$ cat src/mrr_cfg.svh
// mrr_cfg.svh: offsets, field positions and reset values of the measurement result registers
// assumes: included by mrr_pkg.sv and the design modules by bare name
`ifndef MRR_CFG_SVH
`define MRR_CFG_SVH
// ----------------------------------------
// register offsets
// ----------------------------------------
`define MRR_OFS_CURR_HI 8'h10
`define MRR_OFS_CURR_LO 8'h11
`define MRR_OFS_VOLT_HI 8'h12
// ----------------------------------------
// field layout of the high and low bytes
// ----------------------------------------
`define MRR_MSB_HI  11
`define MRR_MSB_LO  8
`define MRR_LSB_HI  7
`define MRR_BIT_INT 5
`define MRR_BIT_WRN 6
// ----------------------------------------
// reset values and scaling
// ----------------------------------------
`define MRR_RST_BYTE  8'h00
`define MRR_RST_MEAS  12'h000
`define MRR_LSB_UV    1220
`define MRR_GAIN_MUL  2
`define MRR_GAIN_ADD  2
`endif

$ cat src/mrr_pkg.sv
// mrr_pkg.sv: types shared by the measurement result register bank
// assumes: mrr_cfg.svh on the include path
`include "mrr_cfg.svh"
`default_nettype none
package mrr_pkg;
  typedef logic signed [11:0] mrr_meas_t;
  typedef logic [7:0]         mrr_byte_t;
  typedef logic [7:0]         mrr_addr_t;
  typedef enum logic [1:0] {MRR_SEL_NONE, MRR_SEL_CURR_HI, MRR_SEL_CURR_LO, MRR_SEL_VOLT_HI} mrr_sel_t;
endpackage
`default_nettype wire

$ cat src/mrr_if.sv
// mrr_if.sv: carrier between the register bank and its byte formatter
// assumes: one clock domain, driven by mrr_top
`timescale 1ns/10ps
`default_nettype none
interface mrr_if;
  mrr_pkg::mrr_meas_t meas;
  logic               irq_act;
  logic               warn;
  mrr_pkg::mrr_byte_t hi_byte;
  modport src (output meas, output irq_act, output warn, input hi_byte);
  modport fmt (input meas, input irq_act, input warn, output hi_byte);
endinterface
`default_nettype wire

$ cat src/mrr_hi_fmt.sv
// mrr_hi_fmt.sv: builds one high-byte register image from a result and status bits
// assumes: purely combinational, used once per high-byte register
`timescale 1ns/10ps
`include "mrr_cfg.svh"
`default_nettype none
module mrr_hi_fmt (
  mrr_if.fmt bus
);
  // unused bits 4 and 7 stay zero
  assign bus.hi_byte = {1'b0, bus.warn, bus.irq_act, 1'b0,
                        bus.meas[`MRR_MSB_HI:`MRR_MSB_LO]};
endmodule // mrr_hi_fmt
`default_nettype wire

$ cat src/mrr_top.sv
// mrr_top.sv: read-only current and voltage result registers
// assumes: conversion results and condition flags come from the converter blocks,
// and the serial register port presents an address with a read strobe
`timescale 1ns/10ps
`include "mrr_cfg.svh"
`default_nettype none
module mrr_top (
  input  wire logic               clk_sys,
  input  wire logic               rst_b,
  input  wire logic               conv_done,
  input  wire logic               conv_is_volt,
  input  wire mrr_pkg::mrr_meas_t conv_result,
  input  wire logic [4:0]         curr_gain_set,
  input  wire logic [1:0]         volt_gain_set,
  input  wire logic               interrupt_pin_n,
  input  wire logic               over_temp,
  input  wire logic               under_voltage,
  input  wire logic               over_current,
  input  wire logic               over_voltage,
  input  wire mrr_pkg::mrr_addr_t reg_addr,
  input  wire logic               reg_rd,
  input  wire logic               reg_wr,
  output var  mrr_pkg::mrr_byte_t reg_rdata,
  output var  logic               reg_hit,
  output var  logic [6:0]         curr_gain,
  output var  logic [3:0]         volt_gain
);
  // ----------------------------------------
  // reset release
  // ----------------------------------------
  logic rst_s1_r;
  logic rst_s2_r;
  always_ff @(posedge clk_sys or negedge rst_b) begin
    if (!rst_b) begin
      rst_s1_r <= 1'b0;
      rst_s2_r <= 1'b0;
    end else begin
      rst_s1_r <= 1'b1;
      rst_s2_r <= rst_s1_r;
    end
  end
  wire rst_n_int = rst_s2_r;

  // ----------------------------------------
  // result capture
  // ----------------------------------------
  mrr_pkg::mrr_meas_t curr_r;
  mrr_pkg::mrr_meas_t volt_r;
  logic               irq_act_r;
  logic               curr_warn_r;
  logic               volt_warn_r;
  // the converter already codes two's complement; kept signed end to end
  wire mrr_pkg::mrr_meas_t curr_nxt = (conv_done && !conv_is_volt) ? conv_result : curr_r;
  wire mrr_pkg::mrr_meas_t volt_nxt = (conv_done && conv_is_volt) ? conv_result : volt_r;
  wire curr_warn_nxt = over_temp | under_voltage | over_current;
  wire volt_warn_nxt = over_temp | under_voltage | over_voltage;
  always_ff @(posedge clk_sys or negedge rst_n_int) begin
    if (!rst_n_int) begin
      curr_r      <= `MRR_RST_MEAS;
      volt_r      <= `MRR_RST_MEAS;
      irq_act_r   <= 1'b0;
      curr_warn_r <= 1'b0;
      volt_warn_r <= 1'b0;
    end else begin
      curr_r      <= curr_nxt;
      volt_r      <= volt_nxt;
      irq_act_r   <= ~interrupt_pin_n;
      curr_warn_r <= curr_warn_nxt;
      volt_warn_r <= volt_warn_nxt;
    end
  end

  // ----------------------------------------
  // channel gain for host-side scaling
  // ----------------------------------------
  // one code step is 1.22 mV at the input divided by shunt times gain; the gain is exported
  // so scaling stays outside the bank, saving a divider here
  // widths hold the largest setting: 2*31+2 = 64 and 2*3+2 = 8
  wire [6:0] curr_gain_nxt = 7'(`MRR_GAIN_MUL * curr_gain_set + `MRR_GAIN_ADD);
  wire [3:0] volt_gain_nxt = 4'(`MRR_GAIN_MUL * volt_gain_set + `MRR_GAIN_ADD);
  always_ff @(posedge clk_sys or negedge rst_n_int) begin
    if (!rst_n_int) begin
      curr_gain <= 7'(`MRR_GAIN_ADD);
      volt_gain <= 4'(`MRR_GAIN_ADD);
    end else begin
      curr_gain <= curr_gain_nxt;
      volt_gain <= volt_gain_nxt;
    end
  end

  // ----------------------------------------
  // high-byte images
  // ----------------------------------------
  mrr_if curr_hi_if ();
  mrr_if volt_hi_if ();
  assign curr_hi_if.meas    = curr_r;
  assign curr_hi_if.irq_act = irq_act_r;
  assign curr_hi_if.warn    = curr_warn_r;
  assign volt_hi_if.meas    = volt_r;
  assign volt_hi_if.irq_act = irq_act_r;
  assign volt_hi_if.warn    = volt_warn_r;
  mrr_hi_fmt u_curr_hi (.bus(curr_hi_if));
  mrr_hi_fmt u_volt_hi (.bus(volt_hi_if));

  // ----------------------------------------
  // read decode
  // ----------------------------------------
  wire hit_curr_hi = (reg_addr == `MRR_OFS_CURR_HI);
  wire hit_curr_lo = (reg_addr == `MRR_OFS_CURR_LO);
  wire hit_volt_hi = (reg_addr == `MRR_OFS_VOLT_HI);
  wire any_hit     = hit_curr_hi | hit_curr_lo | hit_volt_hi;
  wire mrr_pkg::mrr_byte_t rd_mux =
    hit_curr_hi ? curr_hi_if.hi_byte :
    hit_curr_lo ? mrr_pkg::mrr_byte_t'(curr_r[`MRR_LSB_HI:0]) :
    hit_volt_hi ? volt_hi_if.hi_byte : `MRR_RST_BYTE;
  // reg_wr only blocks the read strobe and never reaches the data path: these registers are read only
  wire rd_take = reg_rd & ~reg_wr;
  always_ff @(posedge clk_sys or negedge rst_n_int) begin
    if (!rst_n_int) begin
      reg_rdata <= `MRR_RST_BYTE;
      reg_hit   <= 1'b0;
    end else if (rd_take) begin
      reg_rdata <= rd_mux;
      reg_hit   <= any_hit;
    end
  end
endmodule // mrr_top
`default_nettype wire

$ cat config.mk
export PLATFORM = sky130hd
export DESIGN_NAME = mrr_top
export DESIGN_NICKNAME = d
export VERILOG_FILES = /design/src/mrr_pkg.sv /design/src/mrr_if.sv /design/src/mrr_hi_fmt.sv /design/src/mrr_top.sv
export VERILOG_INCLUDE_DIRS = /design/src
export SDC_FILE = /design/constraint.sdc
export NUM_CORES = 1
export LEC_CHECK = 0
export ABC_AREA = 0
export BUFFER_PORTS_ARGS = -buffer_cell sky130_fd_sc_hd__buf_2
export CAP_MARGIN = 25
export CORE_MARGIN = 3
export CORE_UTILIZATION = 40
export CTS_CLUSTER_DIAMETER = 120
export CTS_CLUSTER_SIZE = 12
export DETAILED_ROUTE_END_ITERATION = 10
export PLACE_DENSITY = 0.67
export SLEW_MARGIN = 20
export SYNTH_ARGS = -nofsm -noshare
export SYNTH_HDL_FRONTEND = slang
export SYNTH_SLANG_ARGS = --single-unit
$ cat constraint.sdc
create_clock -name clk_sys -period 1.8 [get_ports clk_sys]
set_input_delay 0.27 -clock clk_sys [delete_from_list [all_inputs] [get_ports clk_sys]]
set_output_delay 0.27 -clock clk_sys [all_outputs]
set_load 0.01 [all_outputs]
==> qor.csv <==
metric,value,unit
area share of the largest cell type after synthesis,0.585,
area delta synth->final,27.5,%
sequential share of the synthesized area,0.619,
Starting Density,0.422,
met3 Use GR,0.0810,
Max Slew Vio Count,0,
dominant cell type by area after synthesis,dfrtp_1,
fraction of layout cells with a size suffix above 1,0.426,
GR peak layer,met2,
initial antenna violation count,0,
routed wire length,2.99,mm
CTS buffer count,5,
largest cells by area after synthesis,"dfrtp_1, mux2_2, mux2_1",
ANT nets after route,0,
endpoint class of the critical path,primary output,
vias in the first global route,1159,
total grt overflow,0,
largest net degree at the start of global routing,29,
Worst-Skew Late Latency,280,ps
"setup slack, reg-to-reg",910,ps
Crit-path slowest cell,dfstp_2,
Post-synth EDFFs,0,
CP max FO,1,
Max stage delay on crit path,520,ps
Post-CTS Setup Bufs,0,
final setup violation count,0,
DR WL/cell,12.7,um
detailed-route via count,1122,
most instantiated cells after synthesis,"dfrtp_1, nand2_1, mux2_2",
htree depth,2,
CTS tree,yes,
setup ws final,610,ps
Critical Path Source Type,flop,
"Hold Vio Cnt, Final",0,
Stages on worst setup path,1,
Core Rows,22,
Layout Nets,227,
Finished Core Util,0.539,
antenna fix cells,0,
Yosys Warn Count,0,
ys flop type,dfrtp_1,
Port Buffer Count,55,
setup TNS,0,ps
max_cap viols,0,
DRT Pass-1 Iters,4,
RD Place Congestion,0.771,
met1 usage,0.175,
"critical path, cell by cell",buf_2,
Critical Path AT,920,ps
clk root buf,clkbuf_8,
RSZ-0062 raised after global routing,no,
peak supply drop,525,uV
CP required,1530,ps
Sw Share,0.227,
"Reg clk slew, reported paths",70,ps
Async SR Flop Fraction,1.00,
Seq pwr share,0.538,
Post-route DRC,0,
IO Pins,58,
clock sink count,39,
hold path cells,2,
top-count cell post-synth,dfrtp_1,
starting DRC count in detailed routing,30,
path depth of the worst reg2reg path,3,
Filler cells,357,
Mapped Area,1580,sq um
Post-Route Skew,1.23,ps
post-DR vias/cell,4.75,
first-pass GRT wire length,5.02,mm
PwrDens,910,nW/um^2
average size of a mapped cell,12.6,sq um
"flops & latches, synth",39,
post-layout min period,1190,ps
P_leak,0.000973,uW
DP Worst Slack,432,ps
Crit path max-delay family,flip-flops,
clk buf depth,2,
Detail Placement HPWL,2.36,mm
Buf/Inv on CP,1,
core area,3740,sq um
internal power,1420,uW
GRT Total Usage,0.148,
Setup Crit Path Kind,reg2out,
Hold/Removal Path Class,in2reg,
synthesized instance count,126,
status,completed,
net switching power,417,uW
Clock Power Share,0.345,
Gate power share,0.117,
final worst-path cycle share,0.661,
die width,68.9,um
Netlist cell types,25,
met2 Track Usage GR,0.227,
FMAX,840,MHz
Die Span Y,68.9,um
Die Footprint,4740,sq um
-- placed cells by master (no fill, tap or decap) --
cell            n
nor2b_1         8
buf_2          55
conb_1          3
nor4b_2         1
nor2_1          2
mux2_1          5
buf_4           2
dfstp_2         2
or3_1           2
dlygate4sd3_1   1
o221ai_2        1
dfrtp_1        37
o21ai_1         8
nand2b_1        6
xor2_1          1
or4_4           1
nand2_1        15
clkbuf_1        1
ha_1            2
o221ai_1        4
clkbuf_8        7
a22oi_1         1
xnor2_1         2
o31ai_1         1
inv_1           4
nand3_1         5
mux2_2         11
-- layer usage --
metal,wire [um],up-vias,part of all wire
met2,1380,48,0.46
met1,1260,524,0.42
met5,0,-,0
met4,25,0,0.0084
met3,324,5,0.11
li1,-,545,-
-- final cells by class --
cell class                 count  area, sq um  area share
sequential                    39          978       0.485
multi-input combinational     79          563       0.279
timing repair buffer          58          300       0.149
inverter                       4         15.0     0.00744
tap                           48         60.1      0.0298
clock buffer                   8          100      0.0496
-- cell families after synthesis --
| family | Yosys count | synth area share |
|---|---|---|
| xor+xnor | 3 | 0.0166 |
| fa+ha+maj | 2 | 0.0158 |
| compound gates | 15 | 0.0665 |
| simple gates | 40 | 0.136 |
| flops | 39 | 0.619 |
| buf+inv | 9 | 0.0277 |
| other cells | 2 | 0.00475 |
| mux | 16 | 0.114 |
-- worst register-to-register path: stages, from the launching register on --
cell	delay, ps
dfrtp_1	380
nor2b_1	130
o221ai_1	180
o21ai_1	80
-- path summary, 6_finish.rpt --
kind | from | endpoint
max | curr_gain[1] | curr_gain[1]
min | volt_gain_set[0] | volt_gain[1]
max reg2reg | curr_hi_if.meas[3] | reg_rdata[3]
min reg2reg | rst_n_int | volt_gain[3]
max in group asynchronous | rst_n_int | reg_rdata[2]
min in group asynchronous | rst_n_int | volt_gain[3]
-- power groups by stage --
stage	combinational (uW)	clock, uW	sequential (uW)
6_report	215	633	987
5_1_grt	244	702	997
4_1_cts	220	655	989
3_5_place_dp	218	0	1000
3_3_place_gp	208	0	1000
2_1_floorplan	117	0	1010
-- stage by stage --
step / area (sq um) / hold WS (ps) / power [uW] / std cells
final: 2020 / 108 / 1840 / 236
after detailed placement: 1910 / 61.5 / 1220 / 227
after global routing: 2020 / 107 / 1940 / 236
after global placement: 1910 / 55.4 / 1210 / 227
after floorplan: 1590 / -25.6 / 1130 / 127
after CTS: 2020 / 92.9 / 1860 / 236
-- repair_timing --
item,in CTS,in global routing
hold endpoints to repair,2,0
hold buffers,1,0
setup endpoints to repair,0,0
resized for setup,0,0
-- registers in the layout, indices dropped and copies added, names as in the netlist --
register,count
volt_gain,3
curr_hi_if.irq_act,1
curr_hi_if.warn,1
volt_hi_if.meas,4
reg_rdata,8
curr_gain,6
curr_hi_if.meas,12
rst_s1_r,1
reg_hit,1
volt_hi_if.warn,1
rst_n_int,1
Power figures use the tool's default switching activity.
